`src/rtl/adcsc_pkg.sv`:
```
package adcsc_pkg;
  localparam int CLK_NS = 40;
  localparam int TCL_NS = 20;
  localparam int TCL_PER_CLK = CLK_NS / TCL_NS;
  localparam int CC_TCL_00 = 24;
  localparam int CC_TCL_10 = 96;
  localparam int CC_TCL_11 = 48;
  localparam int CONV_CC = 14;
  localparam int SAMP_SC = 2;
  localparam int XFER_TCL = 4;
  localparam int CALC_CC = 4;
  localparam int XFER_CYC = (XFER_TCL + TCL_PER_CLK - 1) / TCL_PER_CLK;
  localparam int CAL_NS = 1250000;
  localparam int CAL_CYC = (CAL_NS + CLK_NS - 1) / CLK_NS;
  localparam int CAL_W = 16;
  localparam logic [CAL_W-1:0] CAL_CYC_DEF = CAL_W'(CAL_CYC);
  localparam logic [7:0] OFF_CTRL = 8'h00;
  localparam logic [7:0] OFF_RES = 8'h04;
  localparam logic [7:0] OFF_INJ = 8'h08;
  localparam logic [7:0] OFF_STAT = 8'h0c;
  localparam logic [7:0] OFF_MASK = 8'h10;
  localparam logic [7:0] OFF_DIN = 8'h14;
  localparam int CTRL_CH_LSB = 0;
  localparam int CTRL_MODE_LSB = 4;
  localparam int CTRL_RUN = 6;
  localparam int CTRL_BUSY = 7;
  localparam int CTRL_WFR = 8;
  localparam int CTRL_PROT = 9;
  localparam int CTRL_INJ = 10;
  localparam int CTRL_ICH_LSB = 12;
  localparam int CTRL_CTC_LSB = 16;
  localparam int CTRL_STC_LSB = 18;
  localparam int RES_CH_LSB = 12;
  localparam int ST_W = 3;
  localparam int ST_DONE = 0;
  localparam int ST_OVR = 1;
  localparam int ST_INJ = 2;
  localparam logic [ST_W-1:0] MASK_RST = 3'h0;
  typedef enum logic [1:0] {MODE_SINGLE, MODE_CONT, MODE_SCAN, MODE_SCAN_CONT} adcsc_mode_type;
  typedef struct packed {
    logic [3:0] mux;
    logic sample;
    logic convert;
    logic calib;
  } adcsc_afe_type;
  function automatic logic [11:0] cc_cycles(input logic [1:0] sel);
    case (sel)
      2'h2: cc_cycles = 12'(CC_TCL_10 / TCL_PER_CLK);
      2'h3: cc_cycles = 12'(CC_TCL_11 / TCL_PER_CLK);
      default: cc_cycles = 12'(CC_TCL_00 / TCL_PER_CLK);
    endcase
  endfunction : cc_cycles
endpackage : adcsc_pkg

```
`src/rtl/adcsc_top.sv`:
```
`timescale 1ns/100ps
`default_nettype none
module adcsc_top
  import adcsc_pkg::*;
#(
  parameter logic [CAL_W-1:0] CAL_CYCLES = CAL_CYC_DEF
) (
  input wire logic i_mclk,
  input wire logic i_rst,
  input wire logic i_psel,
  input wire logic i_penable,
  input wire logic i_pwrite,
  input wire logic [7:0] i_paddr,
  input wire logic [31:0] i_pwdata,
  output logic [31:0] o_prdata,
  output logic o_pready,
  output logic o_pslverr,
  input wire logic [9:0] i_conv_data,
  input wire logic [15:0] i_ain_dig,
  output var adcsc_afe_type o_afe,
  output logic o_busy,
  output logic o_eoc,
  output logic o_irq
);
  typedef enum logic [2:0] {S_IDLE, S_SAMPLE, S_CONVERT, S_XFER, S_CALC, S_HOLD} adcsc_state_type;

  logic [3:0] ch_reg;
  logic [3:0] ch_next;
  adcsc_mode_type mode_reg;
  adcsc_mode_type mode_next;
  logic run_reg;
  logic run_next;
  logic wfr_reg;
  logic wfr_next;
  logic prot_reg;
  logic prot_next;
  logic inj_req_reg;
  logic inj_req_next;
  logic [3:0] ich_reg;
  logic [3:0] ich_next;
  logic [1:0] ctc_reg;
  logic [1:0] ctc_next;
  logic [1:0] stc_reg;
  logic [1:0] stc_next;
  logic [9:0] res_reg;
  logic [9:0] res_next;
  logic [3:0] res_ch_reg;
  logic [3:0] res_ch_next;
  logic res_valid_reg;
  logic res_valid_next;
  logic [9:0] inj_res_reg;
  logic [9:0] inj_res_next;
  logic [3:0] inj_ch_reg;
  logic [3:0] inj_ch_next;
  logic [9:0] tmp_reg;
  logic [9:0] tmp_next;
  logic [3:0] tmp_ch_reg;
  logic [3:0] tmp_ch_next;
  logic [ST_W-1:0] stat_reg;
  logic [ST_W-1:0] stat_next;
  logic [ST_W-1:0] mask_reg;
  logic [ST_W-1:0] mask_next;
  logic [15:0] din_reg;
  logic [15:0] din_next;
  adcsc_state_type state_reg;
  adcsc_state_type state_next;
  logic [11:0] cnt_reg;
  logic [11:0] cnt_next;
  logic [3:0] ptr_reg;
  logic [3:0] ptr_next;
  logic is_inj_reg;
  logic is_inj_next;
  logic [CAL_W-1:0] cal_reg;
  logic [CAL_W-1:0] cal_next;
  logic [31:0] prdata_reg;
  logic [31:0] prdata_next;
  logic pready_reg;
  logic pready_next;
  logic pslverr_reg;
  logic pslverr_next;
  adcsc_afe_type afe_reg;
  adcsc_afe_type afe_next;
  logic busy_reg;
  logic busy_next;
  logic eoc_reg;
  logic eoc_next;
  logic irq_reg;
  logic irq_next;

  logic acc;
  logic wr;
  logic rd_cap;
  logic res_read;
  logic stat_read;
  logic cont;
  logic scan;
  logic [11:0] cc;
  logic [11:0] samp_len;
  logic [11:0] conv_len;
  logic [11:0] calc_len;
  logic [31:0] rdv;
  logic hit;
  logic [ST_W-1:0] ev;
  logic adv;
  logic put;
  logic [9:0] put_val;
  logic [3:0] put_ch;

  assign acc = i_psel & i_penable & pready_reg;
  assign wr = acc & i_pwrite;
  assign rd_cap = i_psel & i_penable & ~pready_reg & ~i_pwrite;
  assign res_read = rd_cap & (i_paddr == OFF_RES);
  assign stat_read = rd_cap & (i_paddr == OFF_STAT);
  assign cont = (mode_reg == MODE_CONT) || (mode_reg == MODE_SCAN_CONT);
  assign scan = (mode_reg == MODE_SCAN) || (mode_reg == MODE_SCAN_CONT);
  assign cc = cc_cycles(ctc_reg);
  assign samp_len = 12'((cc << stc_reg) * SAMP_SC);
  assign conv_len = 12'(cc * CONV_CC);
  assign calc_len = 12'(cc * CALC_CC);

  always_comb begin
    ch_next = ch_reg;
    mode_next = mode_reg;
    run_next = run_reg;
    wfr_next = wfr_reg;
    prot_next = prot_reg;
    inj_req_next = inj_req_reg;
    ich_next = ich_reg;
    ctc_next = ctc_reg;
    stc_next = stc_reg;
    res_next = res_reg;
    res_ch_next = res_ch_reg;
    res_valid_next = res_valid_reg;
    inj_res_next = inj_res_reg;
    inj_ch_next = inj_ch_reg;
    tmp_next = tmp_reg;
    tmp_ch_next = tmp_ch_reg;
    stat_next = stat_reg;
    mask_next = mask_reg;
    state_next = state_reg;
    cnt_next = cnt_reg;
    ptr_next = ptr_reg;
    is_inj_next = is_inj_reg;
    cal_next = cal_reg;
    prdata_next = prdata_reg;
    pslverr_next = 1'b0;
    pready_next = i_psel & i_penable & ~pready_reg;
    din_next = i_ain_dig;
    eoc_next = 1'b0;
    ev = '0;
    adv = 1'b0;
    put = 1'b0;
    put_val = i_conv_data;
    put_ch = ptr_reg;
    rdv = 32'h0;
    hit = 1'b1;
    case (i_paddr)
      OFF_CTRL: begin
        rdv[CTRL_CH_LSB +: 4] = ch_reg;
        rdv[CTRL_MODE_LSB +: 2] = mode_reg;
        rdv[CTRL_RUN] = run_reg;
        rdv[CTRL_BUSY] = busy_reg;
        rdv[CTRL_WFR] = wfr_reg;
        rdv[CTRL_PROT] = prot_reg;
        rdv[CTRL_INJ] = inj_req_reg;
        rdv[CTRL_ICH_LSB +: 4] = ich_reg;
        rdv[CTRL_CTC_LSB +: 2] = ctc_reg;
        rdv[CTRL_STC_LSB +: 2] = stc_reg;
      end
      OFF_RES: begin
        rdv[9:0] = res_reg;
        rdv[RES_CH_LSB +: 4] = res_ch_reg;
      end
      OFF_INJ: begin
        rdv[9:0] = inj_res_reg;
        rdv[RES_CH_LSB +: 4] = inj_ch_reg;
      end
      OFF_STAT: begin
        rdv[ST_W-1:0] = stat_reg;
      end
      OFF_MASK: begin
        rdv[ST_W-1:0] = mask_reg;
      end
      OFF_DIN: begin
        rdv[15:0] = din_reg;
      end
      default: begin
        hit = 1'b0;
      end
    endcase
    if (pready_next) begin
      prdata_next = rdv;
      pslverr_next = ~hit;
    end
    if (!(run_reg && cont)) begin
      inj_req_next = 1'b0;
    end
    if (wr && (i_paddr == OFF_CTRL)) begin
      ch_next = i_pwdata[CTRL_CH_LSB +: 4];
      mode_next = adcsc_mode_type'(i_pwdata[CTRL_MODE_LSB +: 2]);
      run_next = i_pwdata[CTRL_RUN];
      wfr_next = i_pwdata[CTRL_WFR];
      prot_next = i_pwdata[CTRL_PROT];
      inj_req_next = i_pwdata[CTRL_INJ];
      ich_next = i_pwdata[CTRL_ICH_LSB +: 4];
      ctc_next = i_pwdata[CTRL_CTC_LSB +: 2];
      stc_next = i_pwdata[CTRL_STC_LSB +: 2];
      if (i_pwdata[CTRL_RUN] && !run_reg) begin
        ptr_next = i_pwdata[CTRL_CH_LSB +: 4];
      end
    end
    if (wr && (i_paddr == OFF_MASK)) begin
      mask_next = i_pwdata[ST_W-1:0];
    end
    if (res_read) begin
      res_valid_next = 1'b0;
    end
    if (stat_read) begin
      stat_next = '0;
    end
    case (state_reg)
      S_IDLE: begin
        if (inj_req_reg && run_reg && cont) begin
          inj_req_next = 1'b0;
          is_inj_next = 1'b1;
          state_next = S_SAMPLE;
          cnt_next = 12'(samp_len - 12'h001);
        end else if (run_reg && !(prot_reg && res_valid_reg && !res_read)) begin
          is_inj_next = 1'b0;
          state_next = S_SAMPLE;
          cnt_next = 12'(samp_len - 12'h001);
        end
      end
      S_SAMPLE: begin
        cnt_next = 12'(cnt_reg - 12'h001);
        if (cnt_reg == 12'h000) begin
          state_next = S_CONVERT;
          cnt_next = 12'(conv_len - 12'h001);
        end
      end
      S_CONVERT: begin
        cnt_next = 12'(cnt_reg - 12'h001);
        if (cnt_reg == 12'h000) begin
          state_next = S_XFER;
          cnt_next = 12'(XFER_CYC - 1);
        end
      end
      S_XFER: begin
        cnt_next = 12'(cnt_reg - 12'h001);
        if (cnt_reg == 12'h000) begin
          state_next = S_CALC;
          cnt_next = 12'(calc_len - 12'h001);
          if (is_inj_reg) begin
            inj_res_next = i_conv_data;
            inj_ch_next = ich_reg;
            ev[ST_INJ] = 1'b1;
          end else if (wfr_reg && cont && res_valid_reg && !res_read) begin
            tmp_next = i_conv_data;
            tmp_ch_next = ptr_reg;
            state_next = S_HOLD;
          end else begin
            put = 1'b1;
            adv = 1'b1;
          end
        end
      end
      S_HOLD: begin
        if (res_read) begin
          put = 1'b1;
          put_val = tmp_reg;
          put_ch = tmp_ch_reg;
          adv = 1'b1;
          state_next = S_CALC;
          cnt_next = 12'(calc_len - 12'h001);
        end
      end
      S_CALC: begin
        cnt_next = 12'(cnt_reg - 12'h001);
        if (cnt_reg == 12'h000) begin
          state_next = S_IDLE;
        end
      end
      default: begin
        state_next = S_IDLE;
      end
    endcase
    if (put) begin
      if (res_valid_reg && !res_read) begin
        ev[ST_OVR] = 1'b1;
      end
      res_next = put_val;
      res_ch_next = put_ch;
      res_valid_next = 1'b1;
      ev[ST_DONE] = 1'b1;
      eoc_next = 1'b1;
    end
    if (adv) begin
      if (scan) begin
        if (ptr_reg == 4'h0) begin
          ptr_next = ch_reg;
          run_next = run_next & cont;
        end else begin
          ptr_next = 4'(ptr_reg - 4'h1);
        end
      end else begin
        run_next = run_next & cont;
      end
    end
    if ((state_reg == S_IDLE) && (cal_reg != '0)) begin
      cal_next = CAL_W'(cal_reg - 1'b1);
    end
    stat_next = stat_next | ev;
    busy_next = (cal_next != '0) || (state_next != S_IDLE);
    irq_next = |(stat_next & mask_next);
    afe_next.mux = is_inj_next ? ich_next : ptr_next;
    afe_next.sample = (state_next == S_SAMPLE);
    afe_next.convert = (state_next == S_CONVERT);
    afe_next.calib = (state_next == S_CALC) || ((state_next == S_IDLE) && (cal_next != '0));
  end

  always_ff @(posedge i_mclk or posedge i_rst) begin
    if (i_rst) begin
      ch_reg <= 4'h0;
      mode_reg <= MODE_SINGLE;
      run_reg <= 1'b0;
      wfr_reg <= 1'b0;
      prot_reg <= 1'b0;
      inj_req_reg <= 1'b0;
      ich_reg <= 4'h0;
      ctc_reg <= 2'h0;
      stc_reg <= 2'h0;
      res_reg <= 10'h000;
      res_ch_reg <= 4'h0;
      res_valid_reg <= 1'b0;
      inj_res_reg <= 10'h000;
      inj_ch_reg <= 4'h0;
      tmp_reg <= 10'h000;
      tmp_ch_reg <= 4'h0;
      stat_reg <= '0;
      mask_reg <= MASK_RST;
      din_reg <= 16'h0000;
      state_reg <= S_IDLE;
      cnt_reg <= 12'h000;
      ptr_reg <= 4'h0;
      is_inj_reg <= 1'b0;
      cal_reg <= CAL_CYCLES;
      prdata_reg <= 32'h0;
      pready_reg <= 1'b0;
      pslverr_reg <= 1'b0;
      afe_reg <= '0;
      busy_reg <= 1'b1;
      eoc_reg <= 1'b0;
      irq_reg <= 1'b0;
    end else begin
      ch_reg <= ch_next;
      mode_reg <= mode_next;
      run_reg <= run_next;
      wfr_reg <= wfr_next;
      prot_reg <= prot_next;
      inj_req_reg <= inj_req_next;
      ich_reg <= ich_next;
      ctc_reg <= ctc_next;
      stc_reg <= stc_next;
      res_reg <= res_next;
      res_ch_reg <= res_ch_next;
      res_valid_reg <= res_valid_next;
      inj_res_reg <= inj_res_next;
      inj_ch_reg <= inj_ch_next;
      tmp_reg <= tmp_next;
      tmp_ch_reg <= tmp_ch_next;
      stat_reg <= stat_next;
      mask_reg <= mask_next;
      din_reg <= din_next;
      state_reg <= state_next;
      cnt_reg <= cnt_next;
      ptr_reg <= ptr_next;
      is_inj_reg <= is_inj_next;
      cal_reg <= cal_next;
      prdata_reg <= prdata_next;
      pready_reg <= pready_next;
      pslverr_reg <= pslverr_next;
      afe_reg <= afe_next;
      busy_reg <= busy_next;
      eoc_reg <= eoc_next;
      irq_reg <= irq_next;
    end
  end

  assign o_prdata = prdata_reg;
  assign o_pready = pready_reg;
  assign o_pslverr = pslverr_reg;
  assign o_afe = afe_reg;
  assign o_busy = busy_reg;
  assign o_eoc = eoc_reg;
  assign o_irq = irq_reg;

  // Helper counters measure conversion and calibration lengths.
  logic [11:0] tot_cnt;
  logic [11:0] calc_cnt;
  logic xfer_end;
  assign xfer_end = (state_reg == S_XFER) && (cnt_reg == 12'h000);
  always_ff @(posedge i_mclk or posedge i_rst) begin
    if (i_rst) begin
      tot_cnt <= 12'h000;
      calc_cnt <= 12'h000;
    end else begin
      tot_cnt <= (state_next inside {S_SAMPLE, S_CONVERT, S_XFER}) ? 12'(tot_cnt + 12'h001) : 12'h000;
      calc_cnt <= (state_reg == S_CALC) ? 12'(calc_cnt + 12'h001) : 12'h000;
    end
  end
endmodule : adcsc_top
`default_nettype wire

```
`config.mk`:
```
export PLATFORM = sky130hd
export DESIGN_NAME = adcsc_top
export DESIGN_NICKNAME = d
export VERILOG_FILES = /design/src/rtl/adcsc_pkg.sv /design/src/rtl/adcsc_top.sv
export SDC_FILE = /design/constraint.sdc
export NUM_CORES = 1
export LEC_CHECK = 0
export BUFFER_PORTS_ARGS = -buffer_cell sky130_fd_sc_hd__buf_2
export CAP_MARGIN = 20
export CORE_ASPECT_RATIO = 1.4
export CORE_MARGIN = 10
export CORE_UTILIZATION = 30
export DETAILED_ROUTE_END_ITERATION = 10
export GPL_ROUTABILITY_DRIVEN = 0
export PLACE_DENSITY = 0.48
export SLEW_MARGIN = 40
export SYNTH_ARGS = -nofsm -noshare
export SYNTH_HDL_FRONTEND = slang
export SYNTH_SLANG_ARGS = --single-unit
```
`constraint.sdc`:
```
create_clock -name i_mclk -period 9.3 [get_ports i_mclk]
set_input_delay 1.395 -clock i_mclk [delete_from_list [all_inputs] [get_ports i_mclk]]
set_output_delay 1.395 -clock i_mclk [all_outputs]
set_load 0.005 [all_outputs]
```
# [Word-level counts from Yosys, hierarchy flattened]
# Cells that the tools add are included.
[word_totals] regBits=151 input_bits=71 out_inout_bits=44 word_cells=177
[op_classes] add_sub_neg=6 mul=1 n_eq_ne=20 shifts=1 muxes=64 bitwise=14 reduce_logical=37
[op_table] cell="12-bit two-way mux" count=6
[op_table] cell="12-bit one-hot mux with 6 select lines" count=1
[op_table] cell="12-bit by 1-bit subtractor with 12-bit output (second input constant)" count=4
[op_table] cell="4-bit two-way mux" count=10
[op_table] cell="3-bit one-hot mux with 6 select lines" count=2
[op_table] cell="16-bit nonzero test" count=2
[op_table] cell="7-bit one-hot mux with 4 select lines" count=1
[op_table] cell="1-bit two-way mux" count=27
[op_table] cell="3-bit two-way mux" count=9
[op_table] cell="10-bit two-way mux" count=2
[op_table] cell="8-bit by 4-bit == test with 1-bit output (second input constant)" count=2
[op_table] cell="8-bit by 5-bit == test with 1-bit output (second input constant)" count=2
[op_table] cell="16-bit two-way mux" count=1
[op_table] cell="4-bit one-hot mux with 4 select lines" count=1
[op_table] cell="16-bit by 1-bit subtractor with 16-bit output (second input constant)" count=1
[op_table] cell="1-bit logical AND" count=15
[op_table] cell="12-bit logical NOT" count=1
[op_table] cell="12-bit by 3-bit multiplier with 11-bit output (second input constant)" count=1
[op_table] cell="6-bit one-hot mux with 2 select lines" count=1
[op_table] cell="12-bit by 2-bit left shift with 11-bit output" count=1
[op_table] cell="3-bit by 2-bit == test with 1-bit output (second input constant)" count=3
[op_table] cell="3-bit == test (second input constant)" count=3
[op_table] cell="1-bit AND" count=8
[op_table] cell="2-bit == test (second input constant)" count=4
[op_table] cell="other kinds (23)" count=35

# [Logic depth before layout (Yosys ltp)]
[depth] ltp_word=14 mapped_depth=10

# [Least setup slack after synthesis]
# No wires, ideal clock.
[synth_path] path_kind="input port to flip-flop" from="input i_paddr[1]" to="register irq_reg, in the netlist o_irq" setup_ps=126 t_arrival_ps=3480 required_time_ps=9174 slack_ps=5694 cell_stages=7 n_path_buf=1 path_cell_list="or4_1 > buf_4 > or2_2 > nor4b_2 > mux2_2 > a21boi_0 > a221o_1"
[synth_between] word_cells_on_any_way=21
[synth_lines] item="start, declared" line_no="adcsc_top.sv:13" text="input wire logic [7:0] i_paddr,"
[synth_lines] item="8-bit by 5-bit == test with 1-bit output" line_no="adcsc_top.sv:212" text="if (wr && (i_paddr == OFF_MASK)) begin"
[synth_lines] item="1-bit logical AND" line_no="adcsc_top.sv:212"
[synth_lines] item="3-bit two-way mux" line_no="adcsc_top.sv:212"
[synth_lines] item="net mask_next[2]" line_no="adcsc_top.sv:62" text="logic [ST_W-1:0] mask_next;"
[synth_lines] item="3-bit AND" line_no="adcsc_top.sv:314" text="irq_next = |(stat_next & mask_next);"
[synth_lines] item="3-bit OR reduction" line_no="adcsc_top.sv:314"
[synth_lines] item="net irq_next" line_no="adcsc_top.sv:88" text="logic irq_next;"
[synth_lines] item="end signal, assigned" line_no="adcsc_top.sv:385" text="irq_reg <= irq_next;"
[synth_lines] item="end, declared" line_no="adcsc_top.sv:87" text="logic irq_reg;"
# The timed path passes the listed nets, and every way through them passes these cells.
# A chain may end at the register's enable or synchronous reset.

# [Worst setup path after layout]
[layout_path] from="input i_paddr[1]" to="register cnt_reg[1]"
[layout_between] elab_chain_cells=8 word_cells_on_any_way=9
[layout_lines] item="8-bit by 3-bit == test with 1-bit output (*)" line_no="adcsc_top.sv:112" text="assign res_read = rd_cap & (i_paddr == OFF_RES);"
[layout_lines] item="1-bit AND (*)" line_no="adcsc_top.sv:112"
[layout_lines] item="1-bit logical NOT" line_no="adcsc_top.sv:228" text="end else if (run_reg && !(prot_reg && res_valid_reg && !res_read)) begin"
[layout_lines] item="1-bit logical AND" line_no="adcsc_top.sv:228"
[layout_lines] item="1-bit logical NOT" line_no="adcsc_top.sv:228"
[layout_lines] item="1-bit logical AND" line_no="adcsc_top.sv:228"
[layout_lines] item="3-bit inequality test (no source line)"
[layout_lines] item="3-bit AND reduction (no source line) (*)"
[layout_lines] item="end signal, assigned" line_no="adcsc_top.sv:375" text="cnt_reg <= cnt_next;"
[layout_lines] item="end, declared" line_no="adcsc_top.sv:67" text="logic [11:0] cnt_reg;"
# Every way passes the cells marked *; elsewhere a longest branch is shown, timed or not.

==> summary.txt <==
Final layout
  – P&R area growth vs syn: 17.9%
  – Proportion of layout cells with a drive suffix above 1: around 26%
  – Post-layout util: 35.8%
  – Non-filler instance count after layout: 1138
  – Layout Nets: around 900
  – FF/Latch Area: 3790 um^2
  – Multi-input gate area: roughly 3600 um^2
  – Max reg flops: 20
  – Antenna cell count: 0
  – Filler cells: between 2000 and 3000
  – Post-route cell area: 9050 um^2

Timing
  – RSZ-0062 raised after global routing: no
  – Fin Hold WS: 0.466 ns
  – Period minus WS final: 3.69 ns
  – Slew HR: between 40% and 50%
  – Fmax: 271 MHz
  – Max Transition Viols Final: 0
  – # setup viols final: 0
  – Clock skew: 0.00958 ns
  – Final Hold Vio Count: 0
  – Worst Tran Pin Value: 0.804 ns
  – Setup TNS: 0 ns
  – Final worst path period share: 39.7%

Setup path
  – Setup crit start kind: input port
  – Crit path DAT: 4.02 ns
  – Worst r2r dst: o_busy
  – Reg2reg start: state_reg[2]
  – Worst Reg-to-Reg Cells: 6
  – Setup slack, reg-to-reg: between 6 and 7 ns
  – CP max FO: 8
  – Critical Path RT: 9.63 ns
  – Worst setup EP type: register
  – Kind of critical path: in2reg

Die
  – Die Wd: between 150 and 200 um
  – Core area: around 25000 um^2
  – Initial Util: approximately 30%
  – Die area: 32500 um^2
  – Die Ht: 209 um
  – FP Rows: 69
  – # IOs: 115

Drt
  – Highest routed layer: met4
  – Vias per std cell: 5.18
  – WL met1: 9060 um
  – Metal3 WL: between 800 and 900 um
  – WL met2: 11700 um
  – Initial drt markers: roughly 440
  – DR WL/cell: 19.3 um
  – DRC: 0
  – DRT Wirelength: 21900 um
  – TritonRoute pass-1 iters: 5
  – Post-route ant nets: 0
  – Vias: roughly 6000

Power
  – Max VDD drop: ~0.13 mV
  – Cell area power density: 166 nW/um^2
  – Pleak: 4.16 nW

Place
  – Port Buffer Count: between 80 and 90
  – HPWL Detailed: 15900 um
  – Cells after DPL: 1106
  – Post-Place Cell Area: 8400 um^2

Global routing
  – Vias in the first global route: 6226
  – First-pass GRT wire length: 35500 um
  – Total gr overflow: 0
  – Largest net degree at the start of global routing: 93
  – Tot GR Track Use: 13.7%
  – Initial antenna violation count: 0

Synth
  – Top cells by area, synth: dfrtp_1 (47%), mux2_2 (6.5%), nand2_1 (3.8%), mux2i_1 (3.5%), dfstp_2 (2.7%)
  – Top-area cell type share of the netlist area: ~47%
  – Count leader, synth: dfrtp_1
  – Ys flop type: dfrtp_1
  – Post-Syn Area: 7680 um^2
  – Yosys warnings: 0
  – Syn Inst Count: 730
  – Register area share after synthesis: 49.4%
  – Cell taking the most area after synthesis: dfrtp_1
  – Avg Cell Area, Syn: between 10 and 15 um^2
  – Post-synthesis cell type count: 79
  – Async SR Flop Fraction: 100%
  – Seq cells post-synth: ~150
  – Commonest cells post-synth: dfrtp_1 (143), nand2_1 (77), nor2_1 (50)
  – Post-synth EDFFs: 0

Worst hold path
  – Hold path start: o_prdata[11]
  – WHS Endpoint: o_prdata[11]
  – Tightest Hold Check Type: reg2reg
  – Hold path depth: 2

Run status
  – Status: finished, final reports clean

CTS
  – Post-CTS Setup Bufs: 0
  – Clock Tree Root: clkbuf_16
  – CTS resizes: 0
  – Max clock buf depth: 2
  – CTS H-tree depth: 4
  – Cts hold-fix bufs: 0
  – Clk_lat worst skew: roughly 0.43 ns
  – # clock sinks: 151
  – Clk slew on worst S/H paths: 0.06 ns
  – CTS tree: yes
  – CTS buffer count: 17

Flow run
  – Maxcap violations: 0
[worst max-delay path by stage]
stage,start,endpoint,slack [ns],cells past startpoint
3_3_place_gp,i_paddr[1],o_afe[6],4.87,7
3_5_place_dp,i_paddr[1],res_reg[9],5.14,7
2_1_floorplan,i_rst,cal_reg[0],3.85,1
6_report,i_paddr[1],cnt_reg[1],5.61,7
5_1_grt,i_paddr[1],cnt_reg[1],5.44,7
4_1_cts,i_paddr[1],res_reg[3],5.61,7
[kinds of logic (layout without fill, tap and decap cells)]
| kind of cell | count (synthesis) | after routing | synth area share (%) |
|---|---|---|---|
| AND/OR/NAND/NOR | 247 | 247 | 17.5 |
| AO/OA/AOI/OAI | 163 | 163 | 14.9 |
| flip-flops | 151 | 151 | 49.4 |
| multiplexers | 77 | 77 | 11.1 |
| buffers and inverters | 70 | 148 | 4.43 |
| XOR/XNOR | 14 | 14 | 1.60 |
| adder cells (fa/ha/maj) | 7 | 7 | 1.11 |
| other | 1 | 12 | 0.0489 |
[cell type report]
class / instances / area share (%)
Inverter: 20 / 0.912
Sequential cell: 151 / 41.9
Clock inverter: 9 / 1.95
Tap cell: 319 / 4.41
Timing Repair Buffer: 96 / 5.57
Clock buffer: 23 / 5.17
Multi-Input combinational cell: 520 / 40.1
[through the flow]
step	setup WS [ns]	power, mW
finish	5.61	1.50
global route	5.44	1.56
CTS	5.61	1.53
detailed placement	5.14	0.754
global placement	4.87	0.753
floorplan	3.85	0.727
[metal layers]
metal / vias up / track usage, %
met5: - / 0
met4: 0 / 3.78
met2: 102 / 24.7
met3: 16 / 3.31
li1: 2811 / -
met1: 2967 / 15.5
[critical path: stages]
cell       delay [ns]
buf_2            0.09
or4_1            0.73
nor4_2           0.55
o31ai_1          0.31
a2bb2oi_1        0.57
nor2_1           0.09
a311oi_1         0.27
[placed cells by master, fill, tap and decap left out, types with 5 or more instances in the layout]
cell type / count
a21oi_1: 38
a222oi_1: 11
a22o_1: 19
a22oi_1: 5
a31oi_1: 6
buf_2: 88
buf_4: 7
bufinv_16: 5
clkbuf_16: 17
conb_1: 12
dfrtp_1: 143
dfstp_2: 8
ha_1: 6
inv_1: 19
mux2_2: 44
mux2i_1: 27
nand2_1: 76
nand2b_1: 11
nand3_1: 8
nand4_1: 8
nor2_1: 50
nor3_1: 28
nor4_1: 7
o211ai_1: 5
o21ai_0: 39
or3_1: 7
or4_1: 7
xnor2_1: 7
xor2_1: 7
[power breakdown]
group	switching (mW)	leakage [nW]	internal, mW	total [mW]
logic	0.0420	1.91	0.0228	0.0648
registers	0.00837	1.94	0.669	0.677
clock network	0.270	0.311	0.490	0.760
total	0.321	4.16	1.18	1.50
No activity file was read; power rests on OpenSTA's default activity.
